==> src/fba_pkg.sv <==
// Purpose: shared constants and carriers for the function block datapath
// Assumes: 50 MHz clock_in, one evaluation per task interval
// Notes:   Summary of operation heads the list below
//
// Summary of operation
// - ratio block, type 0x14: input times gain divided by denominator, two words
// - low word holds quotient bits 0..15, high word bits 16..31
// - quotient 0..65535 sits wholly in low word, high word is zero
// - negative quotient is two's complement over both words, bit 31 is sign
// - zero denominator gives zero in both result words
// - words form one signed 32-bit value; operands are signed 16-bit
// - low word is never saturated, so signed readers see wraparound
// - latch cell, type 0x16: reset wins, set alone sets, neither holds
// - latch second output is always the complement of the first
// - difference block, type 0x1b: a minus b, clamped to +/-32767
// - toggle cell, type 0x0b: flips on false-to-true clock input
// - toggle cell holds its outputs when no rising clock input is seen
// - sum block, type 0x1a: a plus b, clamped to +/-32767
// - every block is evaluated once per 20 ms task interval

package fba_pkg;

   // ---------------------------------------------------------------
   // block type codes
   // ---------------------------------------------------------------
   localparam logic [7:0] FBA_TYPE_NONE   = 8'h00;
   localparam logic [7:0] FBA_TYPE_RATIO  = 8'h14;
   localparam logic [7:0] FBA_TYPE_LATCH  = 8'h16;
   localparam logic [7:0] FBA_TYPE_DIFF   = 8'h1b;
   localparam logic [7:0] FBA_TYPE_TOGGLE = 8'h0b;
   localparam logic [7:0] FBA_TYPE_SUM    = 8'h1a;

   // ---------------------------------------------------------------
   // timing
   // ---------------------------------------------------------------
   localparam int TASK_INTERVAL_MS = 20;
   localparam int CLOCK_HZ         = 50_000_000;
   localparam int TASK_CYCLES      = TASK_INTERVAL_MS * (CLOCK_HZ / 1000);

   // ---------------------------------------------------------------
   // limits and reset values
   // ---------------------------------------------------------------
   localparam logic signed [15:0] SAT_MAX    = 16'sh7fff;
   localparam logic signed [15:0] SAT_MIN    = 16'sh8001;
   localparam logic [15:0]        WORD_RESET = 16'h0000;
   localparam int                 WORD_W     = 16;
   localparam int                 DWORD_W    = 32;

   // ---------------------------------------------------------------
   // carriers
   // ---------------------------------------------------------------
   typedef struct packed {
      logic signed [15:0] operand;
      logic signed [15:0] gain;
      logic signed [15:0] denom;
   } fba_ratio_in_t;

   typedef struct packed {
      logic signed [15:0] a;
      logic signed [15:0] b;
   } fba_pair_t;

   typedef struct packed {
      logic primary;
      logic complement;
   } fba_logic_pair_t;

endpackage

==> src/fba_divider.sv <==
// Purpose: unsigned restoring divider, one quotient bit per clock
// Assumes: divisor nonzero; start only while not busy
// Notes:   result after WIDTH cycles, remainder dropped (truncation)
`timescale 1ns/1ns

module fba_divider
#(
   parameter int WIDTH  = 32,
   parameter int DWIDTH = 16
)
(
   input  wire logic              clock_in,
   input  wire logic              reset_in,
   input  wire logic              start_in,
   input  wire logic [WIDTH-1:0]  dividend_in,
   input  wire logic [DWIDTH-1:0] divisor_in,
   output logic                   done_out,
   output logic                   busy_out,
   output logic [WIDTH-1:0]       quotient_out
);

   localparam int CW = $clog2(WIDTH + 1);

   typedef struct packed {
      logic              busy;
      logic              done;
      logic [CW-1:0]     count;
      logic [DWIDTH:0]   rem;
      logic [DWIDTH-1:0] den;
      logic [WIDTH-1:0]  quo;
   } fba_div_state_t;

   fba_div_state_t s_q;
   fba_div_state_t s_d;

   // ---------------------------------------------------------------
   // next state
   // ---------------------------------------------------------------
   always_comb
   begin
      logic [DWIDTH:0] shifted;
      shifted = '0;
      s_d = s_q;
      s_d.done = 1'b0;
      if (start_in && !s_q.busy)
      begin
         s_d.busy  = 1'b1;
         s_d.count = CW'(WIDTH);
         s_d.rem   = '0;
         s_d.den   = divisor_in;
         s_d.quo   = dividend_in;
      end
      else if (s_q.busy)
      begin
         // shift one dividend bit into the partial remainder
         shifted = {s_q.rem[DWIDTH-1:0], s_q.quo[WIDTH-1]};
         if (shifted >= {1'b0, s_q.den})
         begin
            s_d.rem = shifted - {1'b0, s_q.den};
            s_d.quo = {s_q.quo[WIDTH-2:0], 1'b1};
         end
         else
         begin
            s_d.rem = shifted;
            s_d.quo = {s_q.quo[WIDTH-2:0], 1'b0};
         end
         s_d.count = s_q.count - CW'(1);
         if (s_q.count == CW'(1))
         begin
            s_d.busy = 1'b0;
            s_d.done = 1'b1;
         end
      end
   end

   // ---------------------------------------------------------------
   // state register
   // ---------------------------------------------------------------
   always_ff @(posedge clock_in)
   begin
      if (reset_in)
      begin
         s_q <= '0;
      end
      else
      begin
         s_q <= s_d;
      end
   end

   assign done_out     = s_q.done;
   assign busy_out     = s_q.busy;
   assign quotient_out = s_q.quo;

endmodule // fba_divider

==> src/fba_top.sv <==
// Purpose: ratio, latch, toggle, difference and sum function blocks
// Assumes: all inputs come from logic on clock_in; no software registers
// Notes:   blocks sample their inputs on the task tick only
`timescale 1ns/1ns

module fba_top
#(
   parameter int TASK_CYCLES = fba_pkg::TASK_CYCLES
)
(
   input  wire logic                     clock_in,
   input  wire logic                     reset_in,
   input  wire fba_pkg::fba_ratio_in_t   ratio_in,
   input  wire logic [15:0]              latch_set_in,
   input  wire logic [15:0]              latch_reset_in,
   input  wire logic [15:0]              toggle_clock_in,
   input  wire fba_pkg::fba_pair_t       diff_in,
   input  wire fba_pkg::fba_pair_t       sum_in,
   output logic [15:0]                   low_result_word_out,
   output logic [15:0]                   high_result_word_out,
   output fba_pkg::fba_logic_pair_t      latch_cell_out,
   output fba_pkg::fba_logic_pair_t      toggle_cell_out,
   output logic signed [15:0]            diff_out,
   output logic signed [15:0]            sum_out,
   output logic [7:0]                    active_type_out,
   output logic                          eval_done_out
);

   typedef enum logic [0:0] {
      PH_IDLE,
      PH_DIVIDE
   } fba_phase_t;

   typedef struct packed {
      fba_phase_t               phase;
      logic [31:0]              timer;
      logic                     div_start;
      logic [31:0]              div_num;
      logic [15:0]              div_den;
      logic                     neg;
      logic [15:0]              lo;
      logic [15:0]              hi;
      fba_pkg::fba_logic_pair_t latch;
      fba_pkg::fba_logic_pair_t toggle;
      logic                     toggle_prev;
      logic signed [15:0]       diff;
      logic signed [15:0]       sum;
      logic [7:0]               active_type;
      logic                     eval_done;
   } fba_state_t;

   fba_state_t  s_q;
   fba_state_t  s_d;
   logic        div_done;
   logic        div_busy;
   logic [31:0] div_quo;

   // ---------------------------------------------------------------
   // helpers
   // ---------------------------------------------------------------
   // word to logic level
   function automatic logic is_true(input logic [15:0] w);
      return |w;
   endfunction

   // clamp a 17-bit true result to the symmetric 16-bit limits +/-32767
   function automatic logic signed [15:0] sat16(input logic signed [16:0] v);
      if (v > 17'(fba_pkg::SAT_MAX))
         return fba_pkg::SAT_MAX;
      else if (v < 17'(fba_pkg::SAT_MIN))
         return fba_pkg::SAT_MIN;
      else
         return v[15:0];
   endfunction

   // magnitude of a signed value as unsigned of the same width
   function automatic logic [31:0] mag32(input logic signed [31:0] v);
      return v[31] ? 32'(-v) : 32'(v);
   endfunction

   // ---------------------------------------------------------------
   // quotient divider
   // ---------------------------------------------------------------
   fba_divider
   #(
      .WIDTH  (fba_pkg::DWORD_W),
      .DWIDTH (fba_pkg::WORD_W)
   )
   u_divider
   (
      .clock_in     (clock_in),
      .reset_in     (reset_in),
      .start_in     (s_q.div_start),
      .dividend_in  (s_q.div_num),
      .divisor_in   (s_q.div_den),
      .done_out     (div_done),
      .busy_out     (div_busy),
      .quotient_out (div_quo)
   );

   // ---------------------------------------------------------------
   // evaluation sequence
   // ---------------------------------------------------------------
   always_comb
   begin
      logic              tick;
      logic              set_t;
      logic              rst_t;
      logic              clk_t;
      logic signed [31:0] product;
      logic [31:0]       signed_q;
      logic [15:0]       den_mag;
      tick     = 1'b0;
      set_t    = 1'b0;
      rst_t    = 1'b0;
      clk_t    = 1'b0;
      product  = '0;
      signed_q = '0;
      den_mag  = '0;
      s_d = s_q;
      s_d.div_start = 1'b0;
      s_d.eval_done = 1'b0;

      // task interval timer
      if (s_q.timer >= 32'(TASK_CYCLES - 1))
      begin
         s_d.timer = '0;
         tick = 1'b1;
      end
      else
      begin
         s_d.timer = s_q.timer + 32'h0000_0001;
      end

      case (s_q.phase)
         PH_IDLE:
         begin
            s_d.active_type = fba_pkg::FBA_TYPE_NONE;
            if (tick && !div_busy)
            begin
               // latch cell: reset has priority
               set_t = is_true(latch_set_in);
               rst_t = is_true(latch_reset_in);
               if (rst_t)
                  s_d.latch.primary = 1'b0;
               else if (set_t)
                  s_d.latch.primary = 1'b1;
               s_d.latch.complement = ~s_d.latch.primary;

               // toggle cell: rising level between evaluations
               clk_t = is_true(toggle_clock_in);
               if (clk_t && !s_q.toggle_prev)
                  s_d.toggle.primary = ~s_q.toggle.primary;
               s_d.toggle.complement = ~s_d.toggle.primary;
               s_d.toggle_prev = clk_t;

               // saturating difference and sum
               s_d.diff = sat16(17'(diff_in.a) - 17'(diff_in.b));
               s_d.sum  = sat16(17'(sum_in.a) + 17'(sum_in.b));

               // ratio block: full product before division
               product = 32'(ratio_in.operand) * 32'(ratio_in.gain);
               den_mag = ratio_in.denom[15] ? 16'(-ratio_in.denom)
                                            : 16'(ratio_in.denom);
               if (ratio_in.denom == 16'sh0000)
               begin
                  s_d.lo = fba_pkg::WORD_RESET;
                  s_d.hi = fba_pkg::WORD_RESET;
                  s_d.eval_done = 1'b1;
               end
               else
               begin
                  s_d.div_num   = mag32(product);
                  s_d.div_den   = den_mag;
                  s_d.neg       = product[31] ^ ratio_in.denom[15];
                  s_d.div_start = 1'b1;
                  s_d.phase     = PH_DIVIDE;
                  s_d.active_type = fba_pkg::FBA_TYPE_RATIO;
               end
            end
         end
         PH_DIVIDE:
         begin
            s_d.active_type = fba_pkg::FBA_TYPE_RATIO;
            if (div_done)
            begin
               // magnitude quotient is truncated, sign applied after
               signed_q = s_q.neg ? 32'(-div_quo) : div_quo;
               s_d.lo = signed_q[15:0];
               s_d.hi = signed_q[31:16];
               s_d.phase = PH_IDLE;
               s_d.active_type = fba_pkg::FBA_TYPE_NONE;
               s_d.eval_done = 1'b1;
            end
         end
         default:
         begin
            s_d.phase = PH_IDLE;
         end
      endcase
   end

   // ---------------------------------------------------------------
   // state register
   // ---------------------------------------------------------------
   always_ff @(posedge clock_in)
   begin
      if (reset_in)
      begin
         s_q <= '0;
         s_q.phase <= PH_IDLE;
         s_q.latch.complement <= 1'b1;
         s_q.toggle.complement <= 1'b1;
      end
      else
      begin
         s_q <= s_d;
      end
   end

   // outputs straight from the state flops
   assign low_result_word_out  = s_q.lo;
   assign high_result_word_out = s_q.hi;
   assign latch_cell_out       = s_q.latch;
   assign toggle_cell_out      = s_q.toggle;
   assign diff_out             = s_q.diff;
   assign sum_out              = s_q.sum;
   assign active_type_out      = s_q.active_type;
   assign eval_done_out        = s_q.eval_done;

endmodule // fba_top

==> config.mk <==
export PLATFORM = sky130hd
export DESIGN_NAME = fba_top
export DESIGN_NICKNAME = d
export VERILOG_FILES = /design/src/fba_pkg.sv /design/src/fba_divider.sv /design/src/fba_top.sv
export SDC_FILE = /design/constraint.sdc
export NUM_CORES = 1
export LEC_CHECK = 0
export BUFFER_PORTS_ARGS = -buffer_cell sky130_fd_sc_hd__buf_4
export CAP_MARGIN = 20
export CORE_MARGIN = 4
export CORE_UTILIZATION = 35
export DETAILED_ROUTE_END_ITERATION = 6
export HOLD_SLACK_MARGIN = 0.12
export SLEW_MARGIN = 20
export SYNTH_ARGS = -nofsm -noshare
export SYNTH_HDL_FRONTEND = slang
export SYNTH_SLANG_ARGS = --single-unit
==> constraint.sdc <==
create_clock -name clock_in -period 8.5 [get_ports clock_in]
set_clock_uncertainty 0.1 [all_clocks]
set_input_delay 0.425 -clock clock_in [delete_from_list [all_inputs] [get_ports clock_in]]
set_output_delay 0.425 -clock clock_in [all_outputs]
set_load 0.05 [all_outputs]
==> flow_metrics.env, run 1 <==
export IMPL_status="completed"
export IMPL_first_pass_iters=5
export IMPL_cts_setup_buffers=0
export IMPL_clkSinkCount=225
export IMPL_arrival_ns=7.34
export IMPL_area_growth_pct=11.94
export IMPL_register_area_um2=4507
export IMPL_netlist_instances=2851
export IMPL_crit_type="in2reg"
export IMPL_cts_made_buffers=24
export IMPL_synth_largest_area_cell="fa_1"
export IMPL_fin_crit_ns=7.010
export IMPL_ys_ff_latch=225
export IMPL_grt_ovfl_total=0
export IMPL_finalCritPeriodShare_pct=82.47
export IMPL_setup_viol=0
export IMPL_antenna_cells=0
export IMPL_layout_drive_gt1_share_pct=10.90
export IMPL_synth_edff_count=0
export IMPL_core_area_um2=67160
export IMPL_worstMarginPinSlew_ns=0.9764
export IMPL_boundaryPins=239
export IMPL_ctsResizeCount=0
export IMPL_gp_congestion=0.8872
export IMPL_cts_max_level=1
export IMPL_final_max_slew_viol_count=0
export IMPL_ctsHoldBuffers=2
export IMPL_final_nets=3499
export IMPL_grt_pass1_vias=18504
export IMPL_cts_root_buf="clkbuf_16"
export IMPL_setup_tns_ns=0
export IMPL_fill_cells=6850
export IMPL_start_kind="input port"
export IMPL_grt_pass1_wl_um=98850
export IMPL_clk_pin_slew_ns=0.06
export IMPL_hp_class="in2reg"
export IMPL_yosysSeqAreaShare_pct=19.01
export IMPL_ant_nets=0
export IMPL_grt_max_degree=108
export IMPL_cp_required_ns=8.83
export IMPL_die_y_um=268.2
export IMPL_rows=95
export IMPL_max_cap_violations=0
export IMPL_dr_first_iter_drc_count=1023
export IMPL_cp_max_fo=16
export IMPL_port_buffers=232
export IMPL_clock_fmax_ghz=0.1427
export IMPL_antenna_found_initial=0
export IMPL_slew_headroom_pct=34.91
export IMPL_die_x_um=268.2
export IMPL_drc=0
export IMPL_netlist_cell_type_count=90
export IMPL_insertion_delay_ns=0.52
export IMPL_synth_area_um2=23690
export IMPL_wl_per_cell_um=15.86
export IMPL_cts_path_max_buffers=3
export IMPL_synth_top_area_share_pct=22.39
export IMPL_postSynth_asyncResetShare_pct=0
export IMPL_start_util_pct=35.28
export IMPL_vias=18885
export IMPL_cts_tree="built"
export IMPL_grt_total_usage_pct=16.57
export IMPL_yosys_most_used_dff="dfxtp_1"
export IMPL_routed_wl_um=60660
export IMPL_yosysWarnings=0
export IMPL_rsz0062_at_grt="no"
export IMPL_hold_viol=0
export IMPL_crit_path_end_kind="register"
export IMPL_via_per_inst=4.936
export IMPL_fp_dieArea_um2=71920
export IMPL_multi_input_area_um2=16720
export IMPL_netlist_top_cells_area="fa_1 (22%), dfxtp_1 (19%), ha_1 (7.2%), inv_1 (6.2%), nand2_1 (4.2%)"
export IMPL_hpwl_um=47900
export IMPL_syn_avg_cell_area_um2=8.310
layout make-up:
class,count,share of cell area (%)
Timing Repair Buffer,250,7.109
Tap cell,873,4.119
Multi-Input combinational cell,2043,63.05
Sequential cell,225,16.99
Clock buffer,32,2.647
Inverter,392,5.548
Clock inverter,11,0.5331
critical path, cell delays in order:
cell	delay [ns]
buf_4	0.17
and2_1	0.19
fa_1	0.64
inv_1	0.15
fa_1	0.46
inv_1	0.39
fa_1	0.50
fa_1	0.48
fa_1	0.54
inv_1	0.05
fa_1	0.53
inv_1	0.04
ha_1	0.41
a21oi_1	0.19
o311ai_1	0.12
a21o_1	0.21
a221oi_2	0.32
a21oi_1	0.16
o211a_1	0.29
or3_1	0.57
o21ai_0	0.18
xor2_1	0.09
a211oi_1	0.22
synth_stat cells (all sizes together) (6+ instances only):
library cell	instances
inv	392
nand2	266
fa	265
nor2	227
dfxtp	225
a21oi	174
and2	139
ha	136
clkbuf	113
xnor2	98
buf	95
o21ai	90
nand3	68
a211oi	66
xor2	59
nor3	49
mux2i	38
a21o	37
nor4	30
or3	25
nand2b	23
o21a	23
and3	16
o31ai	15
nand4	14
nor2b	14
a31oi	12
o211ai	10
nand3b	9
o41ai	9
a311oi	8
maj3	8
a211o	7
or4	7
a221oi	6
nor3b	6
o2111ai	6
or2	6
layout by cell type (no fill, tap or decap), types with 38 or more instances in the layout:
master    instances
dfxtp_1         223
inv_1           392
a211oi_1         65
nand3_1          67
xnor2_1          98
buf_4           247
o21ai_0          77
and2_1          139
a21oi_1         171
ha_1            136
nor3_1           46
nor2_1          226
mux2i_1          38
nand2_1         266
fa_1            265
xor2_1           59
stage by stage:
| stage | std cells | instance area [um2] | setup slack, ns | hold slack (ns) | util [%] |
|---|---|---|---|---|---|
| final | 3826 | 26520 | 1.490 | 0.1405 | 39.49 |
| after global routing | 3826 | 26520 | 0.9332 | 0.1461 | 39.49 |
| after CTS | 3825 | 26500 | 1.478 | 0.1246 | 39.46 |
| after detailed placement | 3780 | 25640 | 0.9361 | 0.3400 | 38.18 |
| after global placement | 3780 | 25640 | 0.9858 | 0.3324 | 38.18 |
| after floorplan | 2868 | 23760 | 1.398 | 0.3176 | - |
state kept, by name, indices dropped and copies added, names as in the netlist:
| name | flops |
|---|---|
| u_divider.busy_out | 1 |
| eval_done_out | 1 |
| active_type_out | 1 |
| u_divider.quotient_out | 32 |
| u_divider.done_out | 1 |
| low_result_word_out | 16 |
| s_q | 83 |
| latch_cell_out | 2 |
| u_divider.s_q | 38 |
| high_result_word_out | 16 |
| diff_out | 16 |
| toggle_cell_out | 2 |
| sum_out | 16 |
worst paths after layout:
path                            end    startpoint  slack, ns  depth (start not counted)
setup / recovery           s_q[108]  ratio_in[19]       1.49                         23
hold / removal              s_q[93]  ratio_in[14]       0.14                          4
setup reg to reg           s_q[126]      s_q[128]       4.98                         11
hold reg to reg   u_divider.s_q[46]       s_q[93]       0.35                          2
logic make-up (layout without fill, tap and decap cells):
logic type / Yosys count / in the layout / share of synthesized area, %
AND/OR/NAND/NOR: 909 / 909 / 18.65
buffers and inverters: 600 / 685 / 10.78
XOR/XNOR: 157 / 157 / 5.804
AO/OA/AOI/OAI: 512 / 512 / 14.22
multiplexers: 38 / 38 / 1.605
adder cells (fa/ha/maj): 409 / 409 / 29.91
flip-flops: 225 / 225 / 19.01
other: 1 / 18 / 0.01583
routing by layer:
| metal | up-vias | wire length [um] | track usage (%) |
|---|---|---|---|
| li1 | 9406 | - | - |
| met1 | 9073 | 30140 | 24.89 |
| met2 | 352 | 27330 | 26.22 |
| met3 | 54 | 2310 | 1.657 |
| met4 | 0 | 881 | 2.883 |
| met5 | - | 0 | 0 |
Power of run 1 is not shown: default switching activity piles up to over one toggle a cycle in this logic, so the estimate is an artifact.
==> run 2: changes to the inputs <==
- clock period: 8.5 -> 7.33 ns (I/O delays scaled with it)
==> run 2 against run 1 <==
  * Non-clock buffer count is 25 higher
  * Register-to-register slack worse by 0.94 ns
  * Final area rose by 0.83%
==> flow_metrics.env, run 2 (synthesized netlist as in run 1, its figures left out) <==
export IMPL_status="completed"
export IMPL_rsz0062_at_grt="no"
export IMPL_grt_ovfl_total=0
export IMPL_setup_tns_ns=0
export IMPL_cp_max_fo=11
export IMPL_layout_commonest_cell="inv_1"
export IMPL_routed_wl_um=59930
export IMPL_top_register="s_q"
export IMPL_hp_class="in2reg"
export IMPL_setup_viol=0
export IMPL_final_max_slew_viol_count=0
export IMPL_port_buffers=232
export IMPL_antenna_found_initial=0
export IMPL_rr_worst_depth=11
export IMPL_die_x_um=268.2
export IMPL_clock_fmax_ghz=0.1493
export IMPL_crit_path_end_kind="register"
export IMPL_worstMarginPinSlew_ns=1.079
export IMPL_dr_first_iter_drc_count=974
export IMPL_antenna_cells=0
export IMPL_ctsResizeCount=0
export IMPL_mostFrequentLayoutCells="inv_1 (392), nand2_1 (266), fa_1 (265), buf_4 (263), nor2_1 (226)"
export IMPL_r2r_setup_slack_ns=4.04
export IMPL_max_cap_violations=0
export IMPL_register_area_um2=4508
export IMPL_clk_pin_slew_ns=0.06
export IMPL_first_pass_iters=5
export IMPL_boundaryPins=239
export IMPL_via_per_inst=4.878
export IMPL_arrival_ns=7.06
export IMPL_ant_nets=0
export IMPL_grt_total_usage_pct=16.48
export IMPL_grt_pass1_wl_um=98730
export IMPL_slew_headroom_pct=27.94
export IMPL_start_kind="input port"
export IMPL_final_nets=3525
export IMPL_rows=95
export IMPL_cts_tree="built"
export IMPL_fill_cells=6783
export IMPL_area_growth_pct=12.86
export IMPL_fin_crit_ns=6.698
export IMPL_multi_input_area_um2=16720
export IMPL_clkSinkCount=225
export IMPL_hold_viol=0
export IMPL_cts_root_buf="clkbuf_16"
export IMPL_hold_start="toggle_clock_in[14]"
export IMPL_drc=0
export IMPL_insertion_delay_ns=0.54
export IMPL_hold_ws_ns=0.1443
export IMPL_cts_max_level=1
export IMPL_holdPathEnd="s_q[41]"
export IMPL_rr_endpoint="s_q[95]"
export IMPL_layout_drive_gt1_share_pct=11.34
export IMPL_vias=18796
export IMPL_largest_register_ffs=83
export IMPL_die_y_um=268.2
export IMPL_wl_per_cell_um=15.55
export IMPL_cts_path_max_buffers=3
export IMPL_cp_required_ns=7.69
export IMPL_start_util_pct=35.28
export IMPL_hold_depth=5
export IMPL_crit_type="in2reg"
export IMPL_reg2reg_from="s_q[128]"
export IMPL_grt_pass1_vias=18438
export IMPL_hpwl_um=47960
export IMPL_cts_made_buffers=25
export IMPL_gp_congestion=0.8767
export IMPL_fp_dieArea_um2=71920
export IMPL_finalCritPeriodShare_pct=91.38
export IMPL_core_area_um2=67160
export IMPL_grt_max_degree=101
==> run 2: cell types whose count changed in the layout (fill, tap and decap cells not counted), sizes merged <==
cell	before	now
buf	248	265
dlygate4sd3	2	10
clkbuf	32	35
clkinvlp	3	2
==> run 2: critical path: stages <==
cell	delay, ns
buf_4	0.14
inv_1	0.29
nor2_1	0.13
fa_1	0.53
fa_1	0.53
fa_1	0.52
fa_1	0.51
fa_1	0.55
inv_1	0.06
fa_1	0.56
inv_1	0.05
ha_1	0.39
o21a_1	0.15
nor2_1	0.04
a211oi_1	0.52
a221oi_2	0.15
a21oi_1	0.28
o211a_1	0.26
or3_1	0.38
nand3_1	0.10
or4_1	0.41
a21oi_1	0.15
==> run 2: area by class of cell <==
type                       count  area share [%]
multi-input combinational   2043           62.54
sequential                   225           16.86
timing repair buffer         275           7.875
inverter                     392           5.503
tap                          873           4.085
clock buffer                  35           2.630
clock inverter                10          0.5147
==> run 2: worst max path at each step <==
stage                      start  endpoint  slack [ns]
finish              ratio_in[31]  s_q[126]        0.63
global route        ratio_in[31]  s_q[126]        0.15
CTS                 ratio_in[31]  s_q[126]        0.64
detailed placement  ratio_in[31]  s_q[120]        0.11
global placement    ratio_in[31]  s_q[126]        0.17
floorplan           ratio_in[17]  s_q[120]        0.29
==> run 2: per-stage QoR <==
stage                     setup slack, ns  area (um2)  instances  util (%)
final                              0.6318       26740       3853     39.82
after global routing               0.1515       26740       3853     39.82
after CTS                          0.6428       26730       3853     39.80
after detailed placement           0.1053       25790       3798     38.40
after global placement             0.1714       25790       3798     38.40
after floorplan                    0.2866       23760       2868         -
==> run 2: repair_timing <==
| item | CTS | global route |
|---|---|---|
| endpoints found under the hold margin | 10 | 0 |
| hold buffers | 10 | 0 |
| buffers inserted | 0 | 0 |
==> run 2: per-layer routing <==
layer / GRT usage, % / up-vias / wire length (um)
met3: 1.602 / 50 / 2214
met4: 2.642 / 0 / 784
met5: 0 / - / 0
met1: 25.22 / 8943 / 30180
met2: 25.67 / 324 / 26760
li1: - / 9479 / -
Power of run 2 is left out for the same reason.
==> run 3: changes to the inputs <==
--- a/config.mk
+++ b/config.mk
@@ -11,7 +11,9 @@
 export CORE_UTILIZATION = 35
 export DETAILED_ROUTE_END_ITERATION = 6
+export GPL_ROUTABILITY_DRIVEN = 0
 export HOLD_SLACK_MARGIN = 0.12
 export SLEW_MARGIN = 20
 export SYNTH_ARGS = -nofsm -noshare
 export SYNTH_HDL_FRONTEND = slang
+export SYNTH_HIERARCHICAL = 1
 export SYNTH_SLANG_ARGS = --single-unit
--- a/constraint.sdc
+++ b/constraint.sdc
@@ -3,3 +3,3 @@
 set_input_delay 0.3665 -clock clock_in [delete_from_list [all_inputs] [get_ports clock_in]]
 set_output_delay 0.3665 -clock clock_in [all_outputs]
-set_load 0.05 [all_outputs]
+set_load 0.1 [all_outputs]
==> run 3 against run 2 <==
  * First-iteration DRC count down 11%
  * Largest cell class unchanged
  * Core utilization up 0.21 points
  * Synthesized cell count up 1.3%
  * Routed wire length is 0.34% higher
  * Synthesized area grew 1.6%
  * Register-to-register slack lost 0.06 ns
  * Critical path type unchanged
  * Sequential share of layout area fell by 0.21 points
==> flow_metrics.env, run 3 <==
export IMPL_status="completed"
export IMPL_rows=95
export IMPL_boundaryPins=239
export IMPL_yosysSeqAreaShare_pct=18.71
export IMPL_crit_end="s_q[126]"
export IMPL_start_util_pct=35.60
export IMPL_antenna_cells=0
export IMPL_dr_first_iter_drc_count=871
export IMPL_reg2reg_from="u_divider/quotient_out[14]"
export IMPL_max_stage_delay_ns=0.59
export IMPL_hold_viol=0
export IMPL_layout_drive_gt1_share_pct=13.00
export IMPL_drc=0
export IMPL_routed_wl_um=60140
export IMPL_setup_tns_ns=0
export IMPL_fill_cells=6893
export IMPL_yosys_most_used_dff="dfxtp_1"
export IMPL_setup_viol=0
export IMPL_netlist_top_cells_area="fa_1 (22%), dfxtp_1 (19%), ha_1 (7.1%), inv_1 (6.1%), nand2_1 (4.2%)"
export IMPL_cts_root_buf="clkbuf_16"
export IMPL_clock_fmax_ghz=0.1477
export IMPL_final_max_slew_viol_count=0
export IMPL_clk_pin_slew_ns=0.06
export IMPL_crit_path_end_kind="register"
export IMPL_die_y_um=270.3
export IMPL_max_cap_violations=0
export IMPL_fp_dieArea_um2=73050
export IMPL_netlist_instances=2888
export IMPL_fin_crit_ns=6.770
export IMPL_grt_total_usage_pct=16.17
export IMPL_hold_depth=3
export IMPL_finalCritPeriodShare_pct=92.36
export IMPL_yosysWarnings=6
export IMPL_port_buffers=232
export IMPL_worstMarginPinSlew_ns=1.110
export IMPL_crit_type="in2reg"
export IMPL_grt_pass1_vias=19199
export IMPL_final_nets=3570
export IMPL_ys_top_cells_by_count="inv_1 (392), nand2_1 (272), fa_1 (265)"
export IMPL_ys_ff_latch=225
export IMPL_first_pass_iters=5
export IMPL_crit_chain="buf_4, nand2_2, inv_1, fa_2, inv_2, fa_1, clkinvlp_4, fa_1, fa_1, fa_1, inv_1, fa_1, inv_1, ha_1, a21o_1, a21o_1, a21o_1, and2_4, o31a_1, or3_4, a2111oi_4, or4b_1, or3_1, a21oi_1"
export IMPL_ant_nets=0
export IMPL_vias=19087
export IMPL_layout_commonest_cell="inv_1"
export IMPL_synth_area_um2=24080
export IMPL_multi_input_area_um2=16830
export IMPL_core_area_um2=67630
export IMPL_mostFrequentLayoutCells="inv_1 (390), buf_4 (302), nand2_1 (270), fa_1 (264), nor2_1 (240)"
export IMPL_via_per_inst=4.899
export IMPL_crit_start="ratio_in[47]"
export IMPL_cpMostUsedCell="fa_1"
export IMPL_hold_ws_ns=0.1640
export IMPL_arrival_ns=7.12
export IMPL_wl_per_cell_um=15.44
export IMPL_synth_largest_area_cell="fa_1"
export IMPL_cts_path_max_buffers=3
export IMPL_place_area_um2=26230
export IMPL_insertion_delay_ns=0.52
export IMPL_rsz0062_at_grt="no"
export IMPL_register_area_um2=4508
export IMPL_cts_tree="built"
export IMPL_slew_headroom_pct=25.40
export IMPL_postSynth_asyncResetShare_pct=0
export IMPL_yosysMostFrequentCell="inv_1"
export IMPL_grt_max_degree=84
export IMPL_fin_util_pct=40.03
export IMPL_slowest_stage="fa_2"
export IMPL_start_kind="input port"
export IMPL_clkSinkCount=225
export IMPL_design_area_um2=27070
export IMPL_cp_required_ns=7.68
export IMPL_grt_ovfl_total=0
export IMPL_cts_made_buffers=23
export IMPL_top_register="s_q"
export IMPL_rr_endpoint="high_result_word_out[15]"
export IMPL_cts_max_level=1
export IMPL_netlist_cell_type_count=97
export IMPL_antenna_found_initial=0
export IMPL_hpwl_um=48580
export IMPL_area_growth_pct=12.45
export IMPL_largest_register_ffs=83
export IMPL_synth_edff_count=0
export IMPL_ctsResizeCount=0
export IMPL_hold_start="ratio_in[6]"
export IMPL_die_x_um=270.3
export IMPL_hp_class="in2reg"
export IMPL_grt_pass1_wl_um=100400
export IMPL_rr_worst_depth=9
export IMPL_r2r_setup_slack_ns=3.98
export IMPL_syn_avg_cell_area_um2=8.336
export IMPL_cp_max_fo=8
export IMPL_synth_top_area_share_pct=22.04
-- run 3: how the worst min path moves through the flow --
stage / to
global placement: latch_cell_out[0]
floorplan: latch_cell_out[0]
detailed placement: latch_cell_out[0]
global route: s_q[84]
CTS: s_q[85]
finish: s_q[85]
-- run 3: worst max-delay path, delay by kind of cell --
family	cells	cell delay, ns
adder cells (fa/ha/maj)	7	3.45
buffers and inverters	6	0.56
AND/OR/NAND/NOR	5	1.44
AO/OA/AOI/OAI	6	1.29
-- run 3: kinds of logic (layout without fill, tap and decap cells) --
| kind of cell | after synthesis | after routing | synth area share (%) |
|---|---|---|---|
| simple gates | 906 | 906 | 18.32 |
| buf+inv | 630 | 748 | 11.79 |
| compound gates | 525 | 525 | 14.53 |
| fa+ha+maj | 405 | 405 | 29.27 |
| flops | 225 | 225 | 18.71 |
| xor+xnor | 151 | 151 | 5.493 |
| mux | 45 | 45 | 1.871 |
| other cells | 1 | 18 | 0.01558 |
-- run 3: routing by layer --
layer  wire length (um)  up-vias  part of all wire [%]  GRT usage [%]
li1                   -     9599                     -              -
met1              29200     9070                    49          22.87
met2              27750      369                    46          27.23
met3               2360       49                   3.9          1.741
met4                824        0                   1.4          2.600
met5                  0        -                     0              0
-- run 3: timing repair --
item | 4_1_cts | 5_1_grt
buffers inserted | 0 | 0
endpoints found under the hold margin | 9 | 0
hold buffers | 10 | 0
-- run 3: metrics by stage --
| step | std cells | worst slack (ns) |
|---|---|---|
| 2_1_floorplan | 2905 | 0.005350 |
| 3_3_place_gp | 3845 | 0.05537 |
| 3_5_place_dp | 3845 | 0.02700 |
| 4_1_cts | 3896 | 0.5740 |
| 5_1_grt | 3896 | 0.1756 |
| 6_report | 3896 | 0.5603 |
-- run 3: area by class of cell --
class | instances | area share [%]
clock inverters | 13 | 0.4853
flip-flops and latches | 225 | 16.65
repair buffers | 315 | 8.934
inverters | 392 | 5.449
well taps | 873 | 4.035
multi-input cells | 2050 | 62.18
clock buffers | 28 | 2.269
Power of run 3 is left out for the same reason.
